--- src/core/dcp_pkg.sv ---
// dcp_pkg: constants, types and register map of one digital I/O channel
// Behaviour
// the channel runs in one mode: input, event counter, output or pulse output
// the debounce period is 1 to 65535 ticks of 100 us, shared by input and counter
// the filtered level changes only after the raw level held for the whole period
// entering counter mode loads the counter with the starting value
// count on rising, falling or both edges of the filtered input
// with power-on run at stop the counter idles until a host start command
// with power-on run at start the counter counts right after power-up
// with scaling on the reported count is raw times slope plus offset
// watchdog on and link lost puts the unit in safe state with safe outputs
// watchdog off leaves outputs untouched when the link drops
// the safe value selects the output during safe state, ON drives active
// with auto clear on, safe state ends once the link is back
// a plain output takes its power-on level, off by default
// a plain output waits its power-on delay before taking that level
// pulse mode makes a square wave with separate high and low tick widths
// emit the set number of pulses, endless when the count is zero
// after a finite burst the output stays low until restarted
// a pulse channel powers up off, steadily on, or pulsing
// a pulse channel waits its power-on delay before that behaviour
// in safe state a pulse channel is held on or off by its safe value
package dcp_pkg;
	// ----------------------------------------
	// timing
	// ----------------------------------------
	localparam int CLK_NS = 25;
	localparam int TICK_NS = 100000;
	localparam int TICK_CYC = (TICK_NS + CLK_NS - 1) / CLK_NS;
	// ----------------------------------------
	// register byte offsets
	// ----------------------------------------
	localparam logic [7:0] A_CTRL = 8'h00;
	localparam logic [7:0] A_FILT = 8'h04;
	localparam logic [7:0] A_INIT = 8'h08;
	localparam logic [7:0] A_SLOPE = 8'h0c;
	localparam logic [7:0] A_OFFS = 8'h10;
	localparam logic [7:0] A_WIDTH = 8'h14;
	localparam logic [7:0] A_PCNT = 8'h18;
	localparam logic [7:0] A_DLY = 8'h1c;
	localparam logic [7:0] A_CMD = 8'h20;
	localparam logic [7:0] A_DOUT = 8'h24;
	localparam logic [7:0] A_STAT = 8'h28;
	localparam logic [7:0] A_COUNT = 8'h2c;
	localparam logic [7:0] A_RAW = 8'h30;
	// ----------------------------------------
	// command and status bits
	// ----------------------------------------
	localparam int C_CSTART = 0;
	localparam int C_CSTOP = 1;
	localparam int C_PSTART = 2;
	localparam int C_PSTOP = 3;
	localparam int C_SCLR = 4;
	localparam int CMD_W = 5;
	localparam int STAT_W = 6;
	// ----------------------------------------
	// types
	// ----------------------------------------
	typedef enum logic [1:0] {DIO_IN = 2'h0, DIO_CNT = 2'h1, DIO_OUT = 2'h2, DIO_PLS = 2'h3} dcp_mode_t;
	typedef enum logic [1:0] {EDGE_RISE = 2'h0, EDGE_FALL = 2'h1, EDGE_BOTH = 2'h2} dcp_edge_t;
	typedef enum logic [1:0] {SEL_OFF = 2'h0, SEL_ON = 2'h1, SEL_PLS = 2'h2} dcp_sel_t;
	typedef enum logic [1:0] {PON_WAIT = 2'h1, PON_RUN = 2'h2} dcp_pon_t;
	typedef struct packed {
		logic [1:0] safe;
		logic [1:0] pon;
		logic auto_clr;
		logic wd_en;
		logic scale_en;
		logic run_at_pon;
		logic [1:0] edge_sel;
		logic [1:0] mode;
	} dcp_ctrl_t;
	// ----------------------------------------
	// reset values
	// ----------------------------------------
	localparam logic [11:0] RST_CTRL = 12'h000;
	localparam logic [15:0] RST_FILT = 16'h0001;
	localparam logic [15:0] RST_WIDTH = 16'h0001;
	localparam logic [31:0] RST_SLOPE = 32'h0000_0001;
	localparam logic [15:0] RST_DLY = 16'h0000;
endpackage : dcp_pkg

--- src/core/dcp_filter.sv ---
// dcp_filter: debounce filter counted in 100 us ticks
module dcp_filter (
	// clock and reset
	input wire logic sys_clk_i,
	input wire logic rst_i,
	// sampling
	input wire logic tick_i,
	input wire logic raw_i,
	input wire logic [15:0] period_i,
	// result
	output logic level_o
);
	typedef struct packed {
		logic lvl;
		logic [15:0] cnt;
	} dcp_flt_t;
	dcp_flt_t q;
	dcp_flt_t d;
	logic [16:0] nxt;

	always_comb begin
		d = q;
		nxt = {1'b0, q.cnt} + 17'h00001;
		if (raw_i == q.lvl) begin
			d.cnt = 16'h0000;
		end else if (tick_i) begin
			if (nxt >= {1'b0, period_i}) begin
				d.lvl = raw_i;
				d.cnt = 16'h0000;
			end else begin
				d.cnt = nxt[15:0];
			end
		end
	end

	always_ff @(posedge sys_clk_i) begin
		if (rst_i) begin
			q <= '0;
		end else begin
			q <= d;
		end
	end

	assign level_o = q.lvl;
endmodule : dcp_filter

--- src/core/dcp_pulse.sv ---
// dcp_pulse: square wave generator with tick widths and pulse count
module dcp_pulse (
	// clock and reset
	input wire logic sys_clk_i,
	input wire logic rst_i,
	// control
	input wire logic tick_i,
	input wire logic start_i,
	input wire logic stop_i,
	input wire logic [15:0] on_w_i,
	input wire logic [15:0] off_w_i,
	input wire logic [31:0] count_i,
	// output
	output logic out_o,
	output logic busy_o
);
	typedef struct packed {
		logic run;
		logic hi;
		logic inf;
		logic [15:0] w;
		logic [31:0] n;
	} dcp_pls_t;
	dcp_pls_t q;
	dcp_pls_t d;
	logic [16:0] nxt;
	logic [15:0] width;

	always_comb begin
		d = q;
		nxt = {1'b0, q.w} + 17'h00001;
		width = q.hi ? on_w_i : off_w_i;
		if (stop_i) begin
			d.run = 1'b0;
			d.hi = 1'b0;
		end else if (start_i) begin
			d.run = 1'b1;
			d.hi = 1'b1;
			d.w = 16'h0000;
			d.n = count_i;
			d.inf = (count_i == 32'h0000_0000);
		end else if (q.run && tick_i) begin
			if (nxt >= {1'b0, width}) begin
				d.w = 16'h0000;
				d.hi = ~q.hi;
				if (q.hi && !q.inf) begin
					d.n = q.n - 32'h0000_0001;
					d.run = (q.n != 32'h0000_0001);
				end
			end else begin
				d.w = nxt[15:0];
			end
		end
	end

	always_ff @(posedge sys_clk_i) begin
		if (rst_i) begin
			q <= '0;
		end else begin
			q <= d;
		end
	end

	assign out_o = q.hi;
	assign busy_o = q.run;
endmodule : dcp_pulse

--- src/core/dcp_channel.sv ---
// dcp_channel: one digital I/O channel with counter, output and pulse logic
//
// Strobed register access and the register addresses were decided locally.
module dcp_channel #(
	parameter dcp_pkg::dcp_ctrl_t CTRL_RST = dcp_pkg::RST_CTRL,
	parameter logic [15:0] DLY_RST = dcp_pkg::RST_DLY
) (
	// clock and reset
	input wire logic sys_clk_i,
	input wire logic rst_i,
	// register port
	input wire logic [7:0] addr_i,
	input wire logic [31:0] wdata_i,
	input wire logic we_i,
	input wire logic re_i,
	output logic [31:0] rdata_o,
	// field and network
	input wire logic din_i,
	input wire logic link_i,
	output logic dout_o
);
	// ----------------------------------------
	// state
	// ----------------------------------------
	localparam logic [11:0] TICK_MAX = 12'(dcp_pkg::TICK_CYC - 1);

	typedef struct packed {
		logic [1:0] din_s;
		logic [1:0] link_s;
		logic [11:0] tick_cnt;
		logic tick;
		dcp_pkg::dcp_ctrl_t ctrl;
		logic [15:0] filt;
		logic [31:0] init;
		logic [31:0] slope;
		logic [31:0] offs;
		logic [15:0] on_w;
		logic [15:0] off_w;
		logic [31:0] pcnt;
		logic [15:0] dly;
		logic do_lvl;
		logic [1:0] mode_p;
		logic filt_p;
		logic run;
		logic [31:0] cnt;
		logic safe;
		logic safe_p;
		logic hold;
		logic [15:0] pon_cnt;
		dcp_pkg::dcp_pon_t pst;
		logic dout;
		logic [31:0] rdata;
	} dcp_st_t;

	dcp_st_t q;
	dcp_st_t d;

	logic lvl;
	logic p_out;
	logic p_busy;
	logic p_start;
	logic p_stop;
	logic [dcp_pkg::CMD_W-1:0] cmd;
	logic is_cnt;
	logic is_out;
	logic is_pls;
	logic rise;
	logic fall;
	logic hit;
	logic load;
	logic fire;
	logic link;
	logic [63:0] prod;
	logic [31:0] scaled;
	logic [dcp_pkg::STAT_W-1:0] stat;
	logic out;

	// ----------------------------------------
	// sub blocks
	// ----------------------------------------
	dcp_filter u_filt (
		.sys_clk_i(sys_clk_i),
		.rst_i(rst_i),
		.tick_i(q.tick),
		.raw_i(q.din_s[1]),
		.period_i(q.filt),
		.level_o(lvl)
	);

	dcp_pulse u_pls (
		.sys_clk_i(sys_clk_i),
		.rst_i(rst_i),
		.tick_i(q.tick),
		.start_i(p_start),
		.stop_i(p_stop),
		.on_w_i(q.on_w),
		.off_w_i(q.off_w),
		.count_i(q.pcnt),
		.out_o(p_out),
		.busy_o(p_busy)
	);

	// ----------------------------------------
	// next state
	// ----------------------------------------
	always_comb begin
		d = q;
		// pin synchronisers
		d.din_s = {q.din_s[0], din_i};
		d.link_s = {q.link_s[0], link_i};
		link = q.link_s[1];
		// 100 us tick
		d.tick = (q.tick_cnt == TICK_MAX);
		if (d.tick) begin
			d.tick_cnt = 12'h000;
		end else begin
			d.tick_cnt = q.tick_cnt + 12'h001;
		end
		// mode decode
		is_cnt = (q.ctrl.mode == dcp_pkg::DIO_CNT);
		is_out = (q.ctrl.mode == dcp_pkg::DIO_OUT);
		is_pls = (q.ctrl.mode == dcp_pkg::DIO_PLS);
		// commands
		cmd = '0;
		if (we_i && addr_i == dcp_pkg::A_CMD) begin
			cmd = wdata_i[dcp_pkg::CMD_W-1:0];
		end
		// register writes
		if (we_i) begin
			case (addr_i)
				dcp_pkg::A_CTRL: begin
					d.ctrl = wdata_i[11:0];
				end
				dcp_pkg::A_FILT: begin
					d.filt = wdata_i[15:0];
				end
				dcp_pkg::A_INIT: begin
					d.init = wdata_i;
				end
				dcp_pkg::A_SLOPE: begin
					d.slope = wdata_i;
				end
				dcp_pkg::A_OFFS: begin
					d.offs = wdata_i;
				end
				dcp_pkg::A_WIDTH: begin
					d.on_w = wdata_i[15:0];
					d.off_w = wdata_i[31:16];
				end
				dcp_pkg::A_PCNT: begin
					d.pcnt = wdata_i;
				end
				dcp_pkg::A_DLY: begin
					d.dly = wdata_i[15:0];
				end
				dcp_pkg::A_DOUT: begin
					d.do_lvl = wdata_i[0];
				end
				default: begin
				end
			endcase
		end
		// ----------------------------------------
		// event counter
		// ----------------------------------------
		d.mode_p = q.ctrl.mode;
		d.filt_p = lvl;
		rise = lvl & ~q.filt_p;
		fall = ~lvl & q.filt_p;
		case (q.ctrl.edge_sel)
			dcp_pkg::EDGE_RISE: hit = rise;
			dcp_pkg::EDGE_FALL: hit = fall;
			default: hit = rise | fall;
		endcase
		if (cmd[dcp_pkg::C_CSTART]) begin
			d.run = 1'b1;
		end else if (cmd[dcp_pkg::C_CSTOP]) begin
			d.run = 1'b0;
		end
		load = is_cnt && (q.mode_p != dcp_pkg::DIO_CNT);
		if (load) begin
			d.cnt = q.init;
		end else if (is_cnt && q.run && hit) begin
			d.cnt = q.cnt + 32'h0000_0001;
		end
		// ----------------------------------------
		// safe state
		// ----------------------------------------
		d.safe_p = q.safe;
		if (q.ctrl.wd_en && !link) begin
			d.safe = 1'b1;
		end else if (cmd[dcp_pkg::C_SCLR]) begin
			d.safe = 1'b0;
		end else if (q.ctrl.auto_clr && link) begin
			d.safe = 1'b0;
		end
		// ----------------------------------------
		// power-up sequence
		// ----------------------------------------
		fire = 1'b0;
		unique case (q.pst)
			dcp_pkg::PON_WAIT: begin
				if (q.pon_cnt >= q.dly) begin
					fire = 1'b1;
					d.pst = dcp_pkg::PON_RUN;
				end else if (q.tick) begin
					d.pon_cnt = q.pon_cnt + 16'h0001;
				end
			end
			dcp_pkg::PON_RUN: begin
			end
			default: begin
				d.pst = dcp_pkg::PON_WAIT;
			end
		endcase
		if (cmd[dcp_pkg::C_PSTART] || cmd[dcp_pkg::C_PSTOP]) begin
			d.hold = 1'b0;
		end
		if (fire) begin
			d.do_lvl = (q.ctrl.pon == dcp_pkg::SEL_ON);
			d.hold = is_pls && (q.ctrl.pon == dcp_pkg::SEL_ON);
		end
		// ----------------------------------------
		// pulse control
		// ----------------------------------------
		p_start = 1'b0;
		if (cmd[dcp_pkg::C_PSTART]) begin
			p_start = 1'b1;
		end
		if (fire && is_pls && q.ctrl.pon == dcp_pkg::SEL_PLS) begin
			p_start = 1'b1;
		end
		if (q.safe && !q.safe_p && q.ctrl.safe == dcp_pkg::SEL_PLS) begin
			p_start = 1'b1;
		end
		p_stop = cmd[dcp_pkg::C_PSTOP];
		if (!q.safe && q.safe_p && q.ctrl.safe == dcp_pkg::SEL_PLS) begin
			p_stop = 1'b1;
		end
		// ----------------------------------------
		// output selection
		// ----------------------------------------
		out = 1'b0;
		if (is_out || is_pls) begin
			if (q.safe) begin
				out = (q.ctrl.safe == dcp_pkg::SEL_ON);
				if (q.ctrl.safe == dcp_pkg::SEL_PLS) begin
					out = p_out;
				end
			end else if (q.pst != dcp_pkg::PON_RUN) begin
				out = 1'b0;
			end else if (is_out) begin
				out = q.do_lvl;
			end else begin
				out = q.hold | p_out;
			end
		end
		d.dout = out;
		// ----------------------------------------
		// register reads
		// ----------------------------------------
		prod = q.cnt * q.slope;
		scaled = prod[31:0] + q.offs;
		stat = {p_busy, q.safe, q.run, lvl, q.dout, (q.pst == dcp_pkg::PON_RUN)};
		d.rdata = 32'h0000_0000;
		if (re_i) begin
			case (addr_i)
				dcp_pkg::A_CTRL: d.rdata = {20'h00000, q.ctrl};
				dcp_pkg::A_FILT: d.rdata = {16'h0000, q.filt};
				dcp_pkg::A_INIT: d.rdata = q.init;
				dcp_pkg::A_SLOPE: d.rdata = q.slope;
				dcp_pkg::A_OFFS: d.rdata = q.offs;
				dcp_pkg::A_WIDTH: d.rdata = {q.off_w, q.on_w};
				dcp_pkg::A_PCNT: d.rdata = q.pcnt;
				dcp_pkg::A_DLY: d.rdata = {16'h0000, q.dly};
				dcp_pkg::A_DOUT: d.rdata = {31'h0000_0000, q.do_lvl};
				dcp_pkg::A_STAT: d.rdata = {26'h000_0000, stat};
				dcp_pkg::A_COUNT: d.rdata = q.ctrl.scale_en ? scaled : q.cnt;
				dcp_pkg::A_RAW: d.rdata = q.cnt;
				default: begin
				end
			endcase
		end
	end

	// ----------------------------------------
	// registers
	// ----------------------------------------
	always_ff @(posedge sys_clk_i) begin
		if (rst_i) begin
			q <= '0;
			q.link_s <= 2'h3; // link seen as present so reset does not trip the watchdog
			q.ctrl <= CTRL_RST;
			q.run <= CTRL_RST.run_at_pon;
			q.filt <= dcp_pkg::RST_FILT;
			q.on_w <= dcp_pkg::RST_WIDTH;
			q.off_w <= dcp_pkg::RST_WIDTH;
			q.slope <= dcp_pkg::RST_SLOPE;
			q.dly <= DLY_RST;
			q.pst <= dcp_pkg::PON_WAIT;
		end else begin
			q <= d;
		end
	end

	assign rdata_o = q.rdata;
	assign dout_o = q.dout;
endmodule : dcp_channel

--- config.mk ---
export PLATFORM = sky130hd
export DESIGN_NAME = dcp_channel
export DESIGN_NICKNAME = d
export VERILOG_FILES = /design/src/core/dcp_pkg.sv /design/src/core/dcp_filter.sv /design/src/core/dcp_pulse.sv /design/src/core/dcp_channel.sv
export SDC_FILE = /design/constraint.sdc
export NUM_CORES = 2
export LEC_CHECK = 0
export ABC_AREA = 1
export BUFFER_PORTS_ARGS = -buffer_cell sky130_fd_sc_hd__buf_4
export CORE_MARGIN = 5
export CORE_UTILIZATION = 30
export DETAILED_ROUTE_END_ITERATION = 7
export SLEW_MARGIN = 20
export SYNTH_ARGS = -nofsm -noshare
export SYNTH_HDL_FRONTEND = slang
export SYNTH_HIERARCHICAL = 1
export SYNTH_SLANG_ARGS = --single-unit
--- constraint.sdc ---
create_clock -name sys_clk_i -period 9 [get_ports sys_clk_i]
set_clock_uncertainty 0.1 [all_clocks]
set_input_delay 1.35 -clock sys_clk_i [delete_from_list [all_inputs] [get_ports sys_clk_i]]
set_output_delay 1.35 -clock sys_clk_i [all_outputs]
set_load 0.01 [all_outputs]
=== Word level (Yosys, flattened, before mapping) ===
Index checks and enable logic that the tools add are counted.

* Output and inout port bits: 33
* Memories: 0
* Bits in latches: 0
* Word-level logic and storage cells: 185
* Bits in writable memories: 0
* Bits in read-only memories: 0
* Register bits after elaboration: 380

* Bitwise logic cells: 13
* Multipliers: 1
* Div/mod/pow operators: 0
* Mux-type cells: 39
* $lt $le $gt $ge: 3
* Shift-type cells: 0
* Reduce and logical (&&, ||, !) cells: 55
* $add $sub $neg: 7
* Eq/ne operators: 28

{| class="wikitable"
|+ Operator list
! operator !! count
|-
| 32-bit case mux with 12 select lines || 1
|-
| 32-bit 2-to-1 mux || 5
|-
| 48-bit 2-to-1 mux || 2
|-
| 16-bit 2-to-1 mux || 3
|-
| 8-bit by 6-bit == test with 1-bit output (second input constant) || 5
|-
| 16-bit by 1-bit adder with 17-bit output (second input constant) || 2
|-
| 17-bit by 16-bit greater-or-equal comparator with 1-bit output || 2
|-
| 32-bit by 1-bit adder with 32-bit output (second input constant) || 1
|-
| 32-bit adder || 1
|-
| 8-bit by 5-bit == test with 1-bit output (second input constant) || 4
|-
| 32-bit logical NOT || 1
|-
| 32-bit by 32-bit multiplier with 32-bit output || 1
|-
| 32-bit by 1-bit inequality test with 1-bit output (second input constant) || 1
|-
| 32-bit by 1-bit subtractor with 32-bit output (second input constant) || 1
|-
| 2-bit AND reduction || 13
|-
| 1-bit 2-to-1 mux || 21
|-
| 16-bit by 1-bit adder with 16-bit output (second input constant) || 1
|-
| 8-bit by 4-bit == test with 1-bit output (second input constant) || 2
|-
| 16-bit greater-or-equal comparator || 1
|-
| 2-bit nonzero test || 8
|-
| 1-bit logical AND || 15
|-
| 12-bit by 1-bit adder with 12-bit output (second input constant) || 1
|-
| 12-bit == test (second input constant) || 1
|-
| 2-bit by 1-bit == test with 1-bit output (second input constant) || 5
|-
| 20 further kinds || 48
|}

=== Logic depth before layout (Yosys ltp) ===
* Depth after elaboration: 9
* Mapped depth: 37
* Mapped depth without buffers: 35

=== Hierarchy ===
Netlist, hierarchy kept.

{| class="wikitable"
|+ By module, submodules not included
! module !! cells an instance !! times used !! area an instance (um2)
|-
| dcp_channel || 4323 || 1 || 31894.3
|-
| dcp_pulse || 723 || 1 || 4264.1
|-
| dcp_filter || 268 || 1 || 1739.2
|}

=== Worst setup path before layout ===
Ideal clock, no wire load.

* Path kind: reg-to-reg
* From: register q[72] (netlist name)
* To: register q, in the netlist rdata_o[26]
* Setup slack: 2.055 ns
* Required time: 8.768 ns
* Stages on the path, launching flop included: 32
* Data arrival time: 6.713 ns
* Buffers on the path: 2
* Library setup time: 0.132 ns
* Cells stage by stage: dfxtp_1 clkbuf_1 clkbuf_1 nand2_1 inv_1 fa_1 fa_1 fa_1 inv_1 fa_1 inv_1 fa_1 inv_1 fa_1 inv_1 fa_1 inv_1 fa_1 inv_1 ha_1 nand2_1 nor3_1 nand4_1 nand3_1 nand2_1 nand2_1 nand2_1 nand2_1 xnor2_1 nand2_1 o211ai_1 a21oi_1

{| class="wikitable"
|+ RTL lines
! element !! RTL line !! RTL
|-
| end, declared || dcp_channel.sv:55 || <nowiki>dcp_st_t q;</nowiki>
|}

==> results.sh <==
export IMPL_synth_cell_types=64
export IMPL_fin_nets=5894
export IMPL_rr_endpoint="rdata_o[26]"
export IMPL_ctsHoldBuffers=0
export IMPL_yosys_warnings=6
export IMPL_final_period_utilization=0.912
export IMPL_worst_r2r_setup_slack_ns=0.79
export IMPL_numCtsBuffers=47
export IMPL_die_x_um=365
export IMPL_synth_common_cells="nand2_1 (1,192), inv_1 (1,175), fa_1 (438), nor2_1 (410), dfxtp_1 (380)"
export IMPL_postCtsSetupRepairBufs=0
export IMPL_hold_end="link"
export IMPL_tightest_slew_ns=1.31
export IMPL_drv_cap=0
export IMPL_syn_area_per_cell_sq_um=7.13
export IMPL_ios=79
export IMPL_std_cell_rows=130
export IMPL_status="complete, no violations"
export IMPL_startpoint_type="flop"
export IMPL_final_antenna_net_count=0
export IMPL_arrival_ns=8.60
export IMPL_slew_headroom=0.104
export IMPL_clk_pin_slew_worst_paths_ns=0.06
export IMPL_place_ws_ns=0.780
export IMPL_dr_pass1_iters=5
export IMPL_worst_r2r_cell_count=30
export IMPL_holdPathStages=1
export IMPL_grt_pass1_vias=33800
export IMPL_grt_ovfl_total=0
export IMPL_worstHoldStart="d[309]"
export IMPL_grt_pass1_wl_um=210000
export IMPL_synth_top_area_share=0.231
export IMPL_path_common_cell="fa_1"
export IMPL_cts_path_max_buffers=3
export IMPL_setup_tns_ns=0
export IMPL_port_buffers=78
export IMPL_synth_compound_area_frac=0.113
export IMPL_worstPathMaxFanout=14
export IMPL_cts_root_buf="clkbuf_16"
export IMPL_place_gp_congestion=0.965
export IMPL_wirelength_um=138000
export IMPL_syn_to_final_growth_pct=9.40
export IMPL_synthFlopType="dfxtp_1"
export IMPL_tritoncts="done"
export IMPL_setup_violations=0
export IMPL_first_iter_violations=3509
export IMPL_crit_path_top_delay_cell="dfxtp_1"
export IMPL_power_density_nw_per_um2=91.9
export IMPL_rsz0062_at_grt="no"
export IMPL_drive_gt1_frac=0.0670
export IMPL_fmax_ghz=0.122
export IMPL_startpoint="q[203]"
export IMPL_antenna_found_initial=13
export IMPL_die_y_um=365
export IMPL_postPlaceCellArea_sq_um=39900
export IMPL_leakage_nw=21.0
export IMPL_crit_type="reg2reg"
export IMPL_regArea_sq_um=7610
export IMPL_synth_xor_area_frac=0.0208
export IMPL_dpl_hpwl_um=106000
export IMPL_synth_mux_area_frac=0.00475
export IMPL_yosys_top_cells_area="fa_1 (23%), dfxtp_1 (20%), nand2_1 (12%)"
export IMPL_syn_nets=5979
export IMPL_end_kind="flop"
export IMPL_grt_max_degree=99
export IMPL_synth_fa_ha_area_frac=0.291
export IMPL_synth_enable_flop_cells=0
export IMPL_synth_async_reset_ratio=0
export IMPL_wire_per_inst_um=20.0
export IMPL_filler_cell_count=13500
export IMPL_r2r_start="q[203]"
export IMPL_dieArea_sq_um=134000
export IMPL_synthSimpleGateAreaFrac=0.216
export IMPL_yosysTopAreaCell="fa_1"
export IMPL_hold_violations=0
export IMPL_slew_viol_final=0
export IMPL_ctsResizeCount=0
export IMPL_hold_path_class="reg2reg"
export IMPL_syn_area_sq_um=37900
export IMPL_cts_max_level=2
export IMPL_coreArea_sq_um=126000
export IMPL_slowest_delay_ns=0.88
export IMPL_fin_util=0.330
export IMPL_drc=0
export IMPL_multi_input_area_sq_um=24500
export IMPL_synth_top_family_by_area="adder cells"
export IMPL_synth_cells=5314
export IMPL_ys_seq_area_frac=0.201
export IMPL_stdcell_area_sq_um=41500
export IMPL_route_vias_total=34200
export IMPL_worst_slack_ns=0.788
export IMPL_track_usage=0.206
export IMPL_synth_seq_cells=380
export IMPL_start_util=0.302
export IMPL_via_per_inst=4.94
export IMPL_required_ns=9.39
export IMPL_fin_crit_ns=8.21
export IMPL_clock_sinks=380
export IMPL_synth_most_common_cell="nand2_1"
export IMPL_clock_latency_ns=0.64
export IMPL_ir_worst_vdd_mv=0.143
-- placed cells by master (no fill, tap or decap), types with 10 or more instances in the layout --
| master | netlist | layout |
|---|---|---|
| clkinv_2 | 0 | 13 |
| mux2i_1 | 18 | 18 |
| buf_4 | 38 | 159 |
| nor2_1 | 410 | 409 |
| o211ai_1 | 15 | 15 |
| o22ai_1 | 31 | 31 |
| nor4_1 | 13 | 12 |
| inv_2 | 22 | 22 |
| nor3_1 | 46 | 46 |
| dfxtp_1 | 380 | 379 |
| xnor2_1 | 23 | 23 |
| ha_1 | 181 | 181 |
| a41oi_1 | 10 | 10 |
| nand3_2 | 12 | 12 |
| nor2_2 | 19 | 20 |
| xor2_1 | 65 | 65 |
| fa_1 | 438 | 438 |
| a21oi_2 | 10 | 10 |
| a221oi_1 | 35 | 35 |
| nand2_1 | 1192 | 1191 |
| inv_1 | 1175 | 1174 |
| nand3_1 | 158 | 158 |
| a31oi_1 | 28 | 28 |
| o21ai_0 | 295 | 295 |
| a21oi_1 | 286 | 286 |
| nand4_1 | 53 | 53 |
| or2_2 | 12 | 12 |
| clkbuf_16 | 0 | 48 |
-- kinds of logic after synthesis --
kind of cell	count (synthesis)
muxes	18
DFF	380
AOI/OAI and AO/OA	758
xor gates and xnor gates	89
buffers and inverters	1492
and+or+nand+nor	1958
adders and majority gates	619
-- metrics by stage --
stage / hold slack (ns) / total power [mW] / std cells
global placement: 0.295 / 1.86 / 6830
finish: 0.312 / 3.81 / 6921
floorplan: 0.288 / 1.79 / 5314
global route: 0.331 / 3.91 / 6916
detailed placement: 0.301 / 1.86 / 6830
CTS: 0.315 / 3.83 / 6916
-- metal layers --
| layer | wire (um) | global-route usage |
|---|---|---|
| met5 | 36 | 0 |
| met4 | 6610 | 0.0826 |
| met3 | 12900 | 0.0449 |
| met2 | 59500 | 0.321 |
| met1 | 59200 | 0.278 |
-- flip-flops by register name, summed over array words and instances (netlist names) --
name            count
q                 273
u_pls/q            49
rdata_o            32
u_filt/q           16
d                   5
dout_o              1
link                1
u_filt/level_o      1
u_pls/busy_o        1
u_pls/out_o         1
-- worst max path at each step --
| stage | depth (start not counted) | end | slack, ns |
|---|---|---|---|
| final | 30 | rdata_o[26] | 0.79 |
| after global routing | 30 | rdata_o[26] | 0.46 |
| after CTS | 29 | rdata_o[26] | 0.71 |
| after detailed placement | 29 | rdata_o[26] | 0.78 |
| after global placement | 30 | rdata_o[26] | 0.91 |
| after floorplan | 31 | rdata_o[26] | 2.05 |
-- where the power goes --
group          leakage, nW  switching (mW)  internal, mW
clock                0.790           0.845          1.14
sequential            3.06         0.00638          1.69
combinational         17.2           0.101        0.0325
-- critical path: cells and delay by family (launching register included) --
family	cells	cell delay, ns
AO/OA/AOI/OAI	2	0.38
XOR/XNOR	1	0.12
adder cells (fa/ha/maj)	9	4.34
buffers and inverters	8	0.79
flip-flops	1	0.88
AND/OR/NAND/NOR	10	1.48
-- area by class of cell --
type / instances / share of cell area
antenna: 5 / 0.000302
clock buffer: 62 / 0.0322
clock inverter: 24 / 0.00616
inverter: 1198 / 0.109
multi-input combinational: 3442 / 0.590
sequential: 380 / 0.184
tap: 1650 / 0.0498
timing repair buffer: 160 / 0.0293
Note: power is estimated with default switching activity, not from simulation.
